## src/common/spimc_pkg.sv

```systemverilog
// Package for the serial port mode configuration block.
// Assumes a single 100 MHz core clock and a byte-wide register port.
package spimc_pkg;
   localparam logic [7:0] SPIMC_CFG2_OFFSET = 8'hE9;
   localparam logic [7:0] SPIMC_DATA_OFFSET = 8'hEA;
   localparam logic [7:0] SPIMC_STAT_OFFSET = 8'hEB;
   localparam logic [7:0] SPIMC_DIV_OFFSET = 8'hEC;
   localparam logic [7:0] SPIMC_CFG2_RESET = 8'h00;
   localparam logic [7:0] SPIMC_DIV_RESET = 8'h04;
   localparam int SPIMC_BIT_CONT = 7;
   localparam int SPIMC_BIT_EN = 6;
   localparam int SPIMC_BIT_ODO = 5;
   localparam int SPIMC_BIT_MASTER = 4;
   localparam int SPIMC_BIT_CPOL = 3;
   localparam int SPIMC_BIT_CPHA = 2;
   localparam int SPIMC_STAT_BUSY = 7;
   localparam int SPIMC_STAT_TXFULL = 1;
   localparam int SPIMC_STAT_RXVALID = 0;
   localparam logic [3:0] SPIMC_BITS_PER_BYTE = 4'h8;
   typedef enum logic [1:0] {
      SPIMC_IDLE = 2'b00,
      SPIMC_SHIFT = 2'b01,
      SPIMC_GAP = 2'b10
   } spimc_state_e;
endpackage : spimc_pkg

```

## src/rtl/spimc_buf2.sv

```systemverilog
// Two-entry valid/ready buffer for transmit bytes.
// Assumes source and sink on the same clock.
module spimc_buf2 #(
   parameter int WIDTH = 8
) (
   input wire logic ref_clk,
   input wire logic resetn,
   input wire logic clk_en,
   input wire logic flush,
   input wire logic in_valid,
   output logic in_ready,
   input wire logic [WIDTH-1:0] in_data,
   output logic out_valid,
   input wire logic out_ready,
   output logic [WIDTH-1:0] out_data
);
   logic [WIDTH-1:0] mem_reg [2];
   logic rd_ptr_reg;
   logic wr_ptr_reg;
   logic [1:0] count_reg;
   logic push;
   logic pop;

   assign in_ready = (count_reg != 2'd2);
   assign out_valid = (count_reg != 2'd0);
   assign out_data = mem_reg[rd_ptr_reg];
   assign push = in_valid && in_ready;
   assign pop = out_valid && out_ready;

   always_ff @(posedge ref_clk or negedge resetn) begin
      if (!resetn) begin
         rd_ptr_reg <= 1'b0;
         wr_ptr_reg <= 1'b0;
         count_reg <= 2'd0;
      end else if (clk_en) begin
         if (flush) begin
            rd_ptr_reg <= 1'b0;
            wr_ptr_reg <= 1'b0;
            count_reg <= 2'd0;
         end else begin
            if (push) begin
               wr_ptr_reg <= ~wr_ptr_reg;
            end
            if (pop) begin
               rd_ptr_reg <= ~rd_ptr_reg;
            end
            count_reg <= count_reg + {1'b0, push} - {1'b0, pop};
         end
      end
   end

   // Storage needs no reset; valid is carried by count
   always_ff @(posedge ref_clk) begin
      if (clk_en && push) begin
         mem_reg[wr_ptr_reg] <= in_data;
      end
   end
endmodule : spimc_buf2

```

## src/rtl/spimc_core.sv

```systemverilog
// Serial port with mode configuration register two, master and slave roles.
// Assumes a register port on ref_clk; serial pins come from outside and are synchronised.
import spimc_pkg::*;

// Summary of operation
// - With continuous transfer off, a master sends one byte, releases select and waits an idle gap.
// - With continuous transfer on, a master sends bytes back to back while the transmit buffer holds data.
// - In continuous transfer, select stays asserted until buffer and shift register are both empty.
// - The continuous transfer bit is ignored in slave role.
// - The whole serial interface is held disabled while the enable bit is 0.
// - Drive bit 0 selects internal pull-ups; 1 makes the serial outputs open drain, pulling low only.
// - Role bit 0 makes a slave, 1 a master that generates the serial clock.
// - Polarity 0 idles the clock low with a rising first edge.
// - Polarity 1 idles the clock high with a falling first edge, swapping the edge roles.
// - Phase 0 samples on the first and every second edge and shifts out on the others.
// - Phase 1 shifts out on the first and every second edge and samples on the others.
module spimc_core #(
   parameter int DIV_WIDTH = 8
) (
   input wire logic ref_clk,
   input wire logic resetn,
   input wire logic clk_en,
   input wire logic [7:0] reg_addr,
   input wire logic [7:0] reg_wdata,
   input wire logic reg_wr,
   input wire logic reg_rd,
   output logic [7:0] reg_rdata,
   input wire logic sclk_in,
   output logic sclk_out,
   output logic sclk_oe,
   input wire logic mosi_in,
   output logic mosi_out,
   output logic mosi_oe,
   input wire logic miso_in,
   output logic miso_out,
   output logic miso_oe,
   input wire logic ss_n_in,
   output logic ss_n_out,
   output logic ss_n_oe,
   output logic pullup_en,
   output logic rx_valid,
   input wire logic rx_ready,
   output logic [7:0] rx_data
);
   logic [7:0] cfg_reg;
   logic [DIV_WIDTH-1:0] div_reg;
   spimc_state_e state_reg;
   logic [7:0] shift_reg;
   logic [3:0] bit_cnt_reg;
   logic [DIV_WIDTH-1:0] tick_cnt_reg;
   logic edge_par_reg;
   logic sclk_reg;
   logic ss_n_reg;
   logic dout_reg;
   logic [7:0] rx_data_reg;
   logic rx_valid_reg;
   logic active_cpol_reg;
   logic active_cpha_reg;
   logic [2:0] sclk_sync_reg;
   logic [1:0] mosi_sync_reg;
   logic [2:0] ss_sync_reg;
   logic [1:0] miso_sync_reg;
   logic miso_in_s;
   logic tx_valid;
   logic tx_ready;
   logic [7:0] tx_data;
   logic tx_pop;
   logic wr_data_hit;
   logic tick;
   logic enabled;
   logic is_master;
   logic cont_mode;
   logic s_sclk;
   logic s_sclk_prev;
   logic s_ss_n;
   logic s_edge;
   logic s_start;
   logic m_edge;
   logic sample_now;
   logic shift_now;
   logic lead_edge;

   assign enabled = cfg_reg[SPIMC_BIT_EN];
   assign is_master = cfg_reg[SPIMC_BIT_MASTER];
   assign cont_mode = cfg_reg[SPIMC_BIT_CONT] && is_master;
   assign wr_data_hit = reg_wr && (reg_addr == SPIMC_DATA_OFFSET);

   spimc_buf2 #(
      .WIDTH(8)
   ) u_txbuf (
      .ref_clk(ref_clk),
      .resetn(resetn),
      .clk_en(clk_en),
      .flush(!enabled),
      .in_valid(wr_data_hit),
      .in_ready(tx_ready),
      .in_data(reg_wdata),
      .out_valid(tx_valid),
      .out_ready(tx_pop),
      .out_data(tx_data)
   );

   // Register writes; writes to the data port while full are dropped and show in status
   always_ff @(posedge ref_clk or negedge resetn) begin
      if (!resetn) begin
         cfg_reg <= SPIMC_CFG2_RESET;
         div_reg <= DIV_WIDTH'(SPIMC_DIV_RESET);
      end else if (clk_en && reg_wr) begin
         if (reg_addr == SPIMC_CFG2_OFFSET) begin
            cfg_reg <= {reg_wdata[7:2], 2'b00};
         end
         if (reg_addr == SPIMC_DIV_OFFSET) begin
            div_reg <= DIV_WIDTH'(reg_wdata);
         end
      end
   end

   // Read data stands one cycle after the strobe; unmapped addresses read zero
   always_ff @(posedge ref_clk or negedge resetn) begin
      if (!resetn) begin
         reg_rdata <= 8'h00;
      end else if (clk_en) begin
         reg_rdata <= 8'h00;
         if (reg_rd) begin
            case (reg_addr)
               SPIMC_CFG2_OFFSET: reg_rdata <= cfg_reg;
               SPIMC_DATA_OFFSET: reg_rdata <= rx_data_reg;
               SPIMC_STAT_OFFSET: reg_rdata <= {state_reg != SPIMC_IDLE, 5'b00000, !tx_ready, rx_valid_reg};
               SPIMC_DIV_OFFSET: reg_rdata <= 8'(div_reg);
               default: reg_rdata <= 8'h00;
            endcase
         end
      end
   end

   // Pin inputs pass two flip-flops; the third stage only feeds edge detection
   always_ff @(posedge ref_clk or negedge resetn) begin
      if (!resetn) begin
         sclk_sync_reg <= 3'b000;
         mosi_sync_reg <= 2'b00;
         ss_sync_reg <= 3'b111;
      end else if (clk_en) begin
         sclk_sync_reg <= {sclk_sync_reg[1:0], sclk_in};
         mosi_sync_reg <= {mosi_sync_reg[0], mosi_in};
         ss_sync_reg <= {ss_sync_reg[1:0], ss_n_in};
      end
   end
   assign s_sclk = sclk_sync_reg[1];
   assign s_sclk_prev = sclk_sync_reg[2];
   assign s_ss_n = ss_sync_reg[1];
   assign s_edge = (s_sclk != s_sclk_prev) && !s_ss_n;
   assign s_start = !s_ss_n && ss_sync_reg[2];

   // Master clock divider: one tick per half serial period
   assign tick = (tick_cnt_reg == '0);
   always_ff @(posedge ref_clk or negedge resetn) begin
      if (!resetn) begin
         tick_cnt_reg <= '0;
      end else if (clk_en) begin
         if (state_reg == SPIMC_IDLE || tick) begin
            tick_cnt_reg <= div_reg;
         end else begin
            tick_cnt_reg <= tick_cnt_reg - 1'b1;
         end
      end
   end

   assign m_edge = is_master && state_reg == SPIMC_SHIFT && tick;
   // Leading edge is the odd edge of each bit; phase picks which one samples
   assign lead_edge = !edge_par_reg;
   assign sample_now = (m_edge || (!is_master && s_edge)) && (lead_edge ^ active_cpha_reg);
   assign shift_now = (m_edge || (!is_master && s_edge)) && !(lead_edge ^ active_cpha_reg);
   assign tx_pop = enabled && tx_valid && (
      (is_master && state_reg == SPIMC_IDLE) ||
      (is_master && cont_mode && state_reg == SPIMC_SHIFT && shift_now && bit_cnt_reg == SPIMC_BITS_PER_BYTE) ||
      (!is_master && state_reg == SPIMC_IDLE && s_start));

   // Transfer sequencer; polarity and phase are latched in idle for each frame, role and continuous bits act live
   always_ff @(posedge ref_clk or negedge resetn) begin
      if (!resetn) begin
         state_reg <= SPIMC_IDLE;
         shift_reg <= 8'h00;
         bit_cnt_reg <= 4'h0;
         edge_par_reg <= 1'b0;
         sclk_reg <= 1'b0;
         ss_n_reg <= 1'b1;
         dout_reg <= 1'b1;
         active_cpol_reg <= 1'b0;
         active_cpha_reg <= 1'b0;
      end else if (clk_en) begin
         if (!enabled) begin
            state_reg <= SPIMC_IDLE;
            ss_n_reg <= 1'b1;
            sclk_reg <= cfg_reg[SPIMC_BIT_CPOL];
            bit_cnt_reg <= 4'h0;
         end else begin
            case (state_reg)
               SPIMC_IDLE: begin
                  sclk_reg <= cfg_reg[SPIMC_BIT_CPOL];
                  active_cpol_reg <= cfg_reg[SPIMC_BIT_CPOL];
                  active_cpha_reg <= cfg_reg[SPIMC_BIT_CPHA];
                  edge_par_reg <= 1'b0;
                  bit_cnt_reg <= 4'h0;
                  if (tx_pop || (!is_master && s_start)) begin
                     state_reg <= SPIMC_SHIFT;
                     shift_reg <= tx_valid ? tx_data : 8'hFF;
                     dout_reg <= tx_valid ? tx_data[7] : 1'b1;
                     ss_n_reg <= !is_master;
                  end
               end
               SPIMC_SHIFT: begin
                  if (m_edge) begin
                     sclk_reg <= ~sclk_reg;
                  end
                  if (m_edge || (!is_master && s_edge)) begin
                     edge_par_reg <= ~edge_par_reg;
                  end
                  if (sample_now) begin
                     shift_reg <= {shift_reg[6:0], is_master ? miso_in_s : mosi_sync_reg[1]};
                     bit_cnt_reg <= bit_cnt_reg + 4'h1;
                  end
                  if (shift_now && bit_cnt_reg != 4'h0) begin
                     if (bit_cnt_reg == SPIMC_BITS_PER_BYTE) begin
                        if (tx_pop) begin
                           shift_reg <= tx_data;
                           dout_reg <= tx_data[7];
                           bit_cnt_reg <= 4'h0;
                        end
                     end else begin
                        dout_reg <= shift_reg[7];
                     end
                  end
                  if (is_master && bit_cnt_reg == SPIMC_BITS_PER_BYTE && tick && edge_par_reg == 1'b0 &&
                      !(cont_mode && tx_valid)) begin
                     state_reg <= SPIMC_GAP;
                     // Gap must start on an even count or it would last only half a period
                     edge_par_reg <= 1'b0;
                     ss_n_reg <= 1'b1;
                     sclk_reg <= active_cpol_reg;
                  end
                  if (!is_master && (s_ss_n || bit_cnt_reg == SPIMC_BITS_PER_BYTE)) begin
                     state_reg <= SPIMC_IDLE;
                  end
               end
               SPIMC_GAP: begin
                  // Two ticks of deselect give one full serial period
                  if (tick) begin
                     edge_par_reg <= ~edge_par_reg;
                     if (edge_par_reg) begin
                        state_reg <= SPIMC_IDLE;
                     end
                  end
               end
               default: state_reg <= SPIMC_IDLE;
            endcase
         end
      end
   end

   // Sampled master input, synchronised like every pin
   always_ff @(posedge ref_clk or negedge resetn) begin
      if (!resetn) begin
         miso_sync_reg <= 2'b00;
      end else if (clk_en) begin
         miso_sync_reg <= {miso_sync_reg[0], miso_in};
      end
   end
   assign miso_in_s = miso_sync_reg[1];

   // Received byte holding register with valid/ready toward the core
   always_ff @(posedge ref_clk or negedge resetn) begin
      if (!resetn) begin
         rx_data_reg <= 8'h00;
         rx_valid_reg <= 1'b0;
      end else if (clk_en) begin
         if (state_reg == SPIMC_SHIFT && sample_now && bit_cnt_reg == 4'h7) begin
            rx_data_reg <= {shift_reg[6:0], is_master ? miso_in_s : mosi_sync_reg[1]};
            rx_valid_reg <= 1'b1;
         end else if (rx_valid_reg && rx_ready) begin
            rx_valid_reg <= 1'b0;
         end
      end
   end
   assign rx_valid = rx_valid_reg;
   assign rx_data = rx_data_reg;

   // Open drain drives only a low; push-pull drives both levels with pull-ups on
   assign pullup_en = enabled && !cfg_reg[SPIMC_BIT_ODO];
   assign sclk_out = sclk_reg;
   assign sclk_oe = enabled && is_master && (!cfg_reg[SPIMC_BIT_ODO] || !sclk_reg);
   assign mosi_out = dout_reg;
   assign mosi_oe = enabled && is_master && (!cfg_reg[SPIMC_BIT_ODO] || !dout_reg);
   assign miso_out = dout_reg;
   assign miso_oe = enabled && !is_master && !s_ss_n && (!cfg_reg[SPIMC_BIT_ODO] || !dout_reg);
   assign ss_n_out = ss_n_reg;
   assign ss_n_oe = enabled && is_master && (!cfg_reg[SPIMC_BIT_ODO] || !ss_n_reg);
endmodule : spimc_core

```

## config.mk

```make
export PLATFORM = sky130hd
export DESIGN_NAME = spimc_core
export DESIGN_NICKNAME = d
export VERILOG_FILES = /design/src/common/spimc_pkg.sv /design/src/rtl/spimc_buf2.sv /design/src/rtl/spimc_core.sv
export SDC_FILE = /design/constraint.sdc
export NUM_CORES = 1
export LEC_CHECK = 0
export ABC_AREA = 1
export BUFFER_PORTS_ARGS = -buffer_cell sky130_fd_sc_hd__buf_4
export CORE_MARGIN = 1
export CORE_UTILIZATION = 50
export CTS_BUF_LIST = sky130_fd_sc_hd__clkbuf_4 sky130_fd_sc_hd__clkbuf_8
export CTS_CLUSTER_SIZE = 10
export DETAILED_ROUTE_END_ITERATION = 10
export PLACE_DENSITY = 0.7
export SLEW_MARGIN = 20
export SYNTH_ARGS = -nofsm -noshare
export SYNTH_HDL_FRONTEND = slang
export SYNTH_SLANG_ARGS = --single-unit
```

## constraint.sdc

```tcl
create_clock -name ref_clk -period 2.99 [get_ports ref_clk]
set_clock_uncertainty 0.2 [all_clocks]
set_input_delay 0.1495 -clock ref_clk [delete_from_list [all_inputs] [get_ports ref_clk]]
set_output_delay 0.1495 -clock ref_clk [all_outputs]
set_load 0.05 [all_outputs]
```

==> results of run 1 <==
[cell usage after synthesis, drive strengths merged, types with 3 or more instances]
master | number | share of area, %
nor3 | 7 | 0.82
dfrtp | 67 | 34
nand4 | 12 | 1.7
ha | 10 | 2.6
a21oi | 33 | 3.4
xor2 | 8 | 1.6
nand3 | 28 | 4.0
mux2i | 7 | 1.4
clkbuf | 7 | 0.54
buf | 10 | 1.6
edfxtp | 16 | 9.8
clkinv | 3 | 0.36
o22ai | 5 | 0.64
dfstp | 6 | 3.2
nor2 | 48 | 5.0
mux2 | 3 | 0.69
o221ai | 4 | 0.71
o21ai | 61 | 6.2
inv | 85 | 6.5
nand2 | 158 | 13
[power breakdown]
part / switching [uW] / internal (uW) / total, uW / leakage [uW]
Combinational: 1170 / 612 / 1780 / 0.00179
Sequential: 183 / 1440 / 1620 / 0.00101
Clock: 526 / 338 / 865 / 0.000105
[worst paths after layout]
path	startpoint	end	slack (ns)	cells past startpoint
max	tick_cnt_reg[0]$_DFFE_PN0P_	u_txbuf.count_reg[1]$_DFFE_PN0P_	0.46	15
min	reg_addr[1]	reg_rdata[1]$_DFFE_PN0P_	0.06	6
max reg2reg	tick_cnt_reg[0]$_DFFE_PN0P_	u_txbuf.count_reg[1]$_DFFE_PN0P_	0.46	15
min reg2reg	sclk_sync_reg[0]$_DFFE_PN0P_	sclk_sync_reg[0]$_DFFE_PN0P_	0.28	2
max in group asynchronous	resetn	reg_rdata[6]$_DFFE_PN0P_	1.70	2
min in group asynchronous	resetn	sclk_sync_reg[0]$_DFFE_PN0P_	0.27	2
[per-stage QoR]
stage                     hold slack, ns  area (sq um)  total power [uW]
after floorplan                   -0.346          4900              2990
after global placement             0.143          5370              3350
after detailed placement           0.144          5370              3390
after CTS                         0.0340          5780              4290
after global routing               0.104          5780              4580
final                             0.0552          5780              4270
[routing by layer]
metal	vias up	share of wire, %
li1	2051	-
met1	1935	47
met2	150	45
met3	15	6.4
met4	0	1.8
met5	-	0
[worst max-delay path, cell delays in order, from the launching register on]
cell,delay (ns)
dfrtp_1,0.39
inv_1,0.12
ha_1,0.16
inv_1,0.05
nor2_2,0.18
nand3_2,0.14
nand2_4,0.12
nand3_4,0.10
nand2_8,0.12
nand2_4,0.08
inv_1,0.07
ha_1,0.23
inv_1,0.06
ha_1,0.16
xor2_1,0.16
o22ai_1,0.08
[cell families after synthesis]
kind of cell / share of synthesized area, %
and+or+nand+nor: 25.5
AOI/OAI and AO/OA: 11.9
buffers and inverters: 8.95
DFF: 47.2
muxes: 2.12
adders and majority gates: 2.55
xor gates and xnor gates: 1.76
[cell type report]
type	count	share of cell area, %
clock buffer	9	2.14
tap	129	2.79
multi-input combinational	395	37.2
timing repair buffer	74	10.5
sequential	89	40.1
inverter	88	5.83
clock inverter	7	1.45
[repair_timing]
item	CTS	global route
hold buffers	20	0
setup buffers	0	0
hold endpoints to repair	108	0
==> results.ini, run 1 <==
[run_status]
status=complete, no violations

[clock_tree]
clkLatencyLatePin_ns=0.37
cts-resized-gates=0
cts_htree_levels=3
cts_tree=built
cts_sinks=89
root_buffer=clkbuf_8
clkTransAtPathRegs_ns=0.10
clk_path_buf_depth=2
numCtsBuffers=9

[drt]
dr.pass1.iters=4
via_per_inst=5.25
antenna_left=0
wl_um=12200
dr_total_vias=4151
detail_route.wl_per_cell_um=15.4
drc=0
first_iter_violations=273

[floorplan]
die_w_um=101
core-area_sq_um=9370
die_y_um=101
ios=52
dieArea_sq_um=10200
start_util_pct=52.3
rows=35

[timing]
finalHoldViolCount=0
rsz0062_at_grt=false
setup_viol=0
finalCriticalPeriod_ns=2.53
worst_pin_slew_ns=0.953
fin_ws_ns=0.463
setup-tns-final_ns=0
maxSlewViolCount=0
max_slew_margin_pct=36.4
min_period_over_period_pct=84.5
max_freq_ghz=0.396

[critical_path]
crit_path_end_kind=flop
cp_data_arrival_time_ns=2.58
worstPathRequired_ns=3.04
start_kind=flop
critPathMaxFanout=10
crit_type=flop to flop

[logic_synthesis]
syn-mean-instance-area_sq_um=8.33
ys_warn_count=0
synth_area_sq_um=4900
synthArstFlopShare_pct=82.0
syn_inst=589
yosysSeqAreaShare_pct=47.2
synth_nets=625
yosys_most_used_dff=dfrtp_1
ys_seq_elements=89
synth_edf_count=16
ys_types=45

[layout]
final_util_pct=61.6
layout_common_cells=149 x nand2_1, 76 x inv_1, 67 x dfrtp_1
n_fill_cell=832
largest_register_ffs=16
syn_to_final_growth_pct=17.8
seqCellArea_sq_um=2310
fin_nets=693
diodes=0
drive_above_1_share_pct=18.4
fin_cells=791
layout_commonest_cell=nand2_1
multi_input_area_sq_um=2150

[global_route]
grt_use_met3_pct=5.55
grt_max_degree=74
grt_overflow=0
grt_usage_pct=26.2
grt_util_met2_pct=39.8
grt_pass1_vias=4124
antenna_found_initial=0
busiest_layer=met2
met1_usage_pct=37.2
grt_pass1_wl_um=20400

[placed_design]
gp_congestion=0.898
io_buffers=51
dp_slack_ns=0.527
placed_cells=755
hpwl_um=8750

[pwr]
power_density_nw_per_um2=739
leakage_uw=0.00291
vdd_ir_drop_max_uv=389

[job]
max_cap_violations=0

[worst_hold_path]
worstHoldPathType=input pin to flop

Power figures use the tool's default switching activity.
==> run 2: changes to the inputs <==
==> constraint.sdc (replaced) <==
create_clock -name ref_clk -period 2.5 [get_ports ref_clk]
set_clock_uncertainty 0.2 [all_clocks]
set_input_delay 0.125 -clock ref_clk [delete_from_list [all_inputs] [get_ports ref_clk]]
set_output_delay 0.125 -clock ref_clk [all_outputs]
set_load 0.05 [all_outputs]
==> run 2 against run 1 <==
Sequential share of layout area is 0.72 points lower. Die area stayed put. Count of clock-buffer cells in the layout unchanged. Via count up 2.1%. Utilization up 1.1 points. Flip-flop and latch count is the same. Routed wire length is 0.90% higher. Critical path depth stayed put. Worst hold slack got worse by 0.042 ns. Combinational power increased by 24%. Setup slack worse by 0.32 ns.
==> results.ini, run 2 (synthesized netlist as in run 1, its figures left out) <==
[clock_tree]
clk_path_buf_depth=2  ; unchanged
numCtsBuffers=9  ; unchanged
clkTransAtPathRegs_ns=0.11  ; was 0.10 ns
cts_htree_levels=3  ; unchanged
cts_tree=built  ; unchanged
root_buffer=clkbuf_8  ; unchanged
clkLatencyLatePin_ns=0.38  ; was 0.37 ns
cts_sinks=89  ; unchanged

[critical_path]
worstPathRequired_ns=2.56  ; was 3.04 ns
cp_data_arrival_time_ns=2.42  ; was 2.58 ns
crit_path_end_kind=flop  ; unchanged
critPathMaxFanout=5  ; was 10
crit_type=flop to flop  ; unchanged
start_kind=flop  ; unchanged
r2r_setup_slack_ns=0.15  ; was 0.46 ns

[floorplan]
start_util_pct=52.3  ; unchanged
die_w_um=101  ; unchanged
rows=35  ; unchanged
core-area_sq_um=9370  ; unchanged
die_y_um=101  ; unchanged
ios=52  ; unchanged
dieArea_sq_um=10200  ; unchanged

[layout]
syn_to_final_growth_pct=19.9  ; was 17.8%
seqCellArea_sq_um=2310  ; unchanged
n_fill_cell=838  ; was 832
fin_cells=804  ; was 791
layout_commonest_cell=nand2_1  ; unchanged
diodes=0  ; unchanged
drive_above_1_share_pct=20.1  ; was 18.4%
layout_common_cells=149 x nand2_1, 75 x inv_1, 67 x dfrtp_1  ; was 149 x nand2_1, 76 x inv_1, 67 x dfrtp_1
multi_input_area_sq_um=2170  ; was 2150 sq um
largest_register_ffs=16  ; unchanged
fin_nets=706  ; was 693

[timing]
min_period_over_period_pct=94.2  ; was 84.5%
maxSlewViolCount=0  ; unchanged
finalHoldViolCount=0  ; unchanged
worst_pin_slew_ns=0.949  ; was 0.953 ns
max_freq_ghz=0.425  ; was 0.396 GHz
setup_viol=0  ; unchanged
hold_ws_ns=0.0136  ; was 0.0552 ns
finalCriticalPeriod_ns=2.35  ; was 2.53 ns
max_slew_margin_pct=36.8  ; was 36.4%

[global_route]
grt_overflow=0  ; unchanged
grt_use_met3_pct=2.98  ; was 5.55%
grt_pass1_wl_um=19900  ; was 20400 um
antenna_found_initial=0  ; unchanged
busiest_layer=met2  ; unchanged
grt_util_met2_pct=40.4  ; was 39.8%
grt_pass1_vias=4012  ; was 4124
grt_usage_pct=25.9  ; was 26.2%
grt_max_degree=74  ; unchanged
met1_usage_pct=37.0  ; was 37.2%

[drt]
first_iter_violations=244  ; was 273
dr.pass1.iters=4  ; unchanged
via_per_inst=5.27  ; was 5.25
wl_um=12300  ; was 12200 um
drc=0  ; unchanged
dr_total_vias=4238  ; was 4151
antenna_left=0  ; unchanged
detail_route.wl_per_cell_um=15.3  ; was 15.4 um

[pwr]
total_power_uw=5170  ; was 4270 uW
power_density_nw_per_um2=879  ; was 739 nW/um^2
vdd_ir_drop_max_uv=477  ; was 389 uV
leakage_uw=0.00296  ; was 0.00291 uW

[placed_design]
hpwl_um=8810  ; was 8750 um
placed_cells=764  ; was 755
io_buffers=51  ; unchanged
gp_congestion=0.870  ; was 0.898

[run_status]
status=complete, no violations  ; unchanged

[job]
max_cap_violations=0  ; unchanged

[worst_hold_path]
worstHoldPathType=input pin to flop  ; unchanged

## run 2: cell types whose count changed in the layout (fill, tap and decap cells not counted), sizes merged
cell         delta
buf            +12
clkinv          -1
clkinvlp        +1
dlygate4sd3     +1
## run 2: through the flow
step	cell area [sq um]	worst slack (ns)	TNS (ns)	util, %
floorplan	4900	0.194	0	-
global placement	5440	0.141	0	58.0
detailed placement	5440	0.0729	0	58.0
CTS	5840	0.0607	0	62.3
global route	5880	-0.000864	-0.000864	62.8
finish	5880	0.145	0	62.8
## run 2: repair_timing
| item | 4_1_cts | 5_1_grt |
|---|---|---|
| buffers inserted | 0 | 3 |
| hold buffers | 21 | 0 |
| setup endpoints to repair | 0 | 2 |
| gates resized for setup | 0 | 4 |
| endpoints found under the hold margin | 111 | 0 |
## run 2: power by group
| group | switching, uW | leakage, uW | internal (uW) |
|---|---|---|---|
| sequential | 228 | 0.00101 | 1720 |
| combinational | 1430 | 0.00186 | 784 |
| clock | 619 | 0.0000970 | 393 |
| total | 2280 | 0.00296 | 2900 |
## run 2: critical path, stage by stage, from the launching register on
cell and delay, ns:
dfrtp_1 0.39, inv_1 0.10, ha_1 0.15, inv_1 0.06, nor2_4 0.13, nand3_2 0.12, nand2_4 0.11, nand3_4 0.09
nand2_8 0.10, nand2_4 0.07, inv_1 0.07, ha_1 0.22, inv_1 0.06, ha_1 0.15, xor2_1 0.15, o22ai_1 0.08
## run 2: cell type report
class	instances	share of cell area (%)
Multi-Input combinational cell	395	36.9
Clock inverter	7	1.23
Timing Repair Buffer	87	12.0
Tap cell	129	2.74
Sequential cell	89	39.3
Inverter	88	5.72
Clock buffer	9	2.11
## run 2: routing by layer
metal / vias up / share of wire [%]
met5: - / 0
li1: 2078 / -
met4: 0 / 2.5
met2: 131 / 46
met1: 2005 / 47
met3: 24 / 4.5
## run 2: final timing paths
check,depth (start not counted),endpoint,startpoint
worst max-delay path,15,u_txbuf.count_reg[1]$_DFFE_PN0P_,tick_cnt_reg[1]$_DFFE_PN0P_
worst min-delay path,6,reg_rdata[1]$_DFFE_PN0P_,reg_addr[0]
worst max register to register,15,u_txbuf.count_reg[1]$_DFFE_PN0P_,tick_cnt_reg[1]$_DFFE_PN0P_
max in group asynchronous,2,sclk_out$_DFFE_PN0P_,resetn
worst min register to register,2,ss_sync_reg[0]$_DFFE_PN1P_,ss_sync_reg[0]$_DFFE_PN1P_
min in group asynchronous,2,mosi_sync_reg[1]$_DFFE_PN0P_,resetn
==> run 3: changes to the inputs <==
--- a/config.mk
+++ b/config.mk
@@ -8,11 +8,11 @@
 export ABC_AREA = 1
 export BUFFER_PORTS_ARGS = -buffer_cell sky130_fd_sc_hd__buf_4
 export CORE_MARGIN = 1
-export CORE_UTILIZATION = 50
+export CORE_UTILIZATION = 41
 export CTS_BUF_LIST = sky130_fd_sc_hd__clkbuf_4 sky130_fd_sc_hd__clkbuf_8
 export CTS_CLUSTER_SIZE = 10
 export DETAILED_ROUTE_END_ITERATION = 10
-export PLACE_DENSITY = 0.7
+export PLACE_DENSITY = 0.63
 export SLEW_MARGIN = 20
 export SYNTH_ARGS = -nofsm -noshare
 export SYNTH_HDL_FRONTEND = slang
==> constraint.sdc (replaced) <==
create_clock -name ref_clk -period 2.65 [get_ports ref_clk]
set_clock_uncertainty 0.2 [all_clocks]
set_input_delay 0.1325 -clock ref_clk [delete_from_list [all_inputs] [get_ports ref_clk]]
set_output_delay 0.1325 -clock ref_clk [all_outputs]
set_load 0.05 [all_outputs]
==> run 3 against run 2 <==
The flow now finishes with violations (design-rule violations). Utilization down 12 points. Register-to-register slack improved by 0.02 ns. Cell count increased by 0.62%. Routed wire length up 0.68%. Critical path depth stayed put. Worst hold slack improved by 0.022 ns. Die area grew 22%. Critical path type unchanged.
==> results.ini, run 3 (synthesized netlist as in run 1, its figures left out) <==
[floorplan]
die_w_um=111  ; was 101 um
die_y_um=111  ; was 101 um
start_util_pct=42.6  ; was 52.3%
core-area_sq_um=11500  ; was 9370 sq um
rows=39  ; was 35
dieArea_sq_um=12400  ; was 10200 sq um
ios=52  ; unchanged

[critical_path]
crit_path_end_kind=flop  ; unchanged
critPathMaxFanout=10  ; was 5
cp_data_arrival_time_ns=2.53  ; was 2.42 ns
worstPathRequired_ns=2.70  ; was 2.56 ns
startpoint=tick_cnt_reg[0]$_DFFE_PN0P_  ; was tick_cnt_reg[1]$_DFFE_PN0P_
start_kind=flop  ; unchanged
crit-reg2reg-launch=tick_cnt_reg[0]$_DFFE_PN0P_  ; was tick_cnt_reg[1]$_DFFE_PN0P_
crit_type=flop to flop  ; unchanged

[layout]
fin_nets=697  ; was 706
diodes=0  ; unchanged
n_fill_cell=1093  ; was 838
layout_commonest_cell=nand2_1  ; unchanged
drive_above_1_share_pct=19.4  ; was 20.1%
syn_to_final_growth_pct=18.5  ; was 19.9%
layout_common_cells=149 x nand2_1, 76 x inv_1, 67 x dfrtp_1  ; was 149 x nand2_1, 75 x inv_1, 67 x dfrtp_1
final_util_pct=50.5  ; was 62.8%
largest_register_ffs=16  ; unchanged

[pwr]
leakage_uw=0.00293  ; was 0.00296 uW
vdd_ir_drop_max_uv=333  ; was 477 uV
sequentialPowerShare_pct=37.7  ; about the same
power_frac_comb_pct=42.0  ; was 42.8%
p_clk_share_pct=20.3  ; was 19.6%
p_sw_share_pct=42.6  ; was 44.0%
power.net_switching_uw=2070  ; was 2280 uW
intPower_uw=2790  ; was 2900 uW
power_density_nw_per_um2=835  ; was 879 nW/um^2

[drt]
dr.pass1.iters=8  ; was 4
antenna_left=0  ; unchanged
detail_route.wl_per_cell_um=15.3  ; about the same
drc=6  ; was 0
first_iter_violations=189  ; was 244
via_per_inst=5.13  ; was 5.27
wl_um=12400  ; was 12300 um
dr_total_vias=4148  ; was 4238

[clock_tree]
clk_path_buf_depth=2  ; unchanged
clkLatencyLatePin_ns=0.36  ; was 0.38 ns
cts_tree=built  ; unchanged
cts_htree_levels=3  ; unchanged
clkTransAtPathRegs_ns=0.10  ; was 0.11 ns
post-cts-setup-buffers=0  ; unchanged
root_buffer=clkbuf_8  ; unchanged
cts-resized-gates=0  ; unchanged
numCtsBuffers=9  ; unchanged
holdBufCountCts=17  ; was 21
cts_sinks=89  ; unchanged

[worst_hold_path]
min_from=reg_addr[1]  ; was reg_addr[0]
worstHoldPathType=input pin to flop  ; unchanged

[run_status]
violations=design-rule violations
status=finished, violations left  ; was complete, no violations

[global_route]
grt_usage_pct=21.1  ; was 25.9%
grt_pass1_wl_um=20300  ; was 19900 um
antenna_found_initial=0  ; unchanged
grt_overflow=0  ; unchanged
grt_pass1_vias=4034  ; was 4012
grt_max_degree=74  ; unchanged

[timing]
max_freq_ghz=0.403  ; was 0.425 GHz
setup-tns-final_ns=0  ; unchanged
finalHoldViolCount=0  ; unchanged
setup_viol=0  ; unchanged
worst_pin_slew_ns=0.941  ; was 0.949 ns
max_slew_margin_pct=37.3  ; was 36.8%
hold_ws_ns=0.0358  ; was 0.0136 ns
finalCriticalPeriod_ns=2.48  ; was 2.35 ns
rsz0062_at_grt=false
maxSlewViolCount=0  ; unchanged
min_period_over_period_pct=93.6  ; was 94.2%

[job]
max_cap_violations=0  ; unchanged

[placed_design]
hpwl_um=9030  ; was 8810 um
io_buffers=51  ; unchanged
gp_congestion=0.862  ; was 0.870

[run 3: power by group through the flow]
stage | clock network, uW | registers [uW] | logic [uW]
2_1_floorplan | 0 | 1860 | 1520
3_3_place_gp | 0 | 1850 | 1970
3_5_place_dp | 0 | 1860 | 2020
4_1_cts | 1020 | 1830 | 2040
5_1_grt | 1070 | 1860 | 2290
6_report | 984 | 1830 | 2040
[run 3: area by class of cell]
class / instances / area [sq um] / share of cell area [%]
multi-input combinational: 395 / 2150 / 37.0
tap: 143 / 179 / 3.08
sequential: 89 / 2310 / 39.8
clock inverter: 6 / 73.8 / 1.27
timing repair buffer: 78 / 628 / 10.8
clock buffer: 10 / 131 / 2.26
inverter: 88 / 337 / 5.79
[run 3: through the flow]
step	total power [uW]	setup slack [ns]	cell area (sq um)	std cells
2_1_floorplan	3370	0.344	4900	589
3_3_place_gp	3820	0.283	5440	776
3_5_place_dp	3870	0.171	5440	776
4_1_cts	4900	0.165	5810	809
5_1_grt	5220	0.0383	5810	809
6_report	4860	0.169	5810	809
[run 3: final timing paths]
path                                                         end  slack [ns]  cells after the start
worst min-delay path                    reg_rdata[1]$_DFFE_PN0P_        0.04                      6
worst min register to register        ss_sync_reg[0]$_DFFE_PN1P_        0.27                      2
worst max-delay path            u_txbuf.count_reg[1]$_DFFE_PN0P_        0.17                     15
min in group asynchronous            tick_cnt_reg[4]$_DFFE_PN0P_        0.25                      2
max in group asynchronous           sclk_sync_reg[1]$_DFFE_PN0P_        1.40                      2
worst max register to register  u_txbuf.count_reg[1]$_DFFE_PN0P_        0.17                     15
[run 3: layer usage]
metal	GRT usage [%]	up-vias	wire length (um)
met2	34.3	116	5750
met1	29.3	1960	5910
met5	0	-	0
met3	3.10	14	569
met4	6.40	0	175
li1	-	2058	-
[run 3: worst max-delay path, cell delays in order, from the launching register on]
cell	delay [ns]
dfrtp_1	0.39
inv_1	0.12
ha_1	0.16
inv_1	0.04
nor2_2	0.16
nand3_2	0.14
nand2_4	0.12
nand3_4	0.10
nand2_8	0.12
nand2_4	0.08
inv_1	0.07
ha_1	0.22
inv_1	0.06
ha_1	0.15
xor2_1	0.16
o22ai_1	0.09
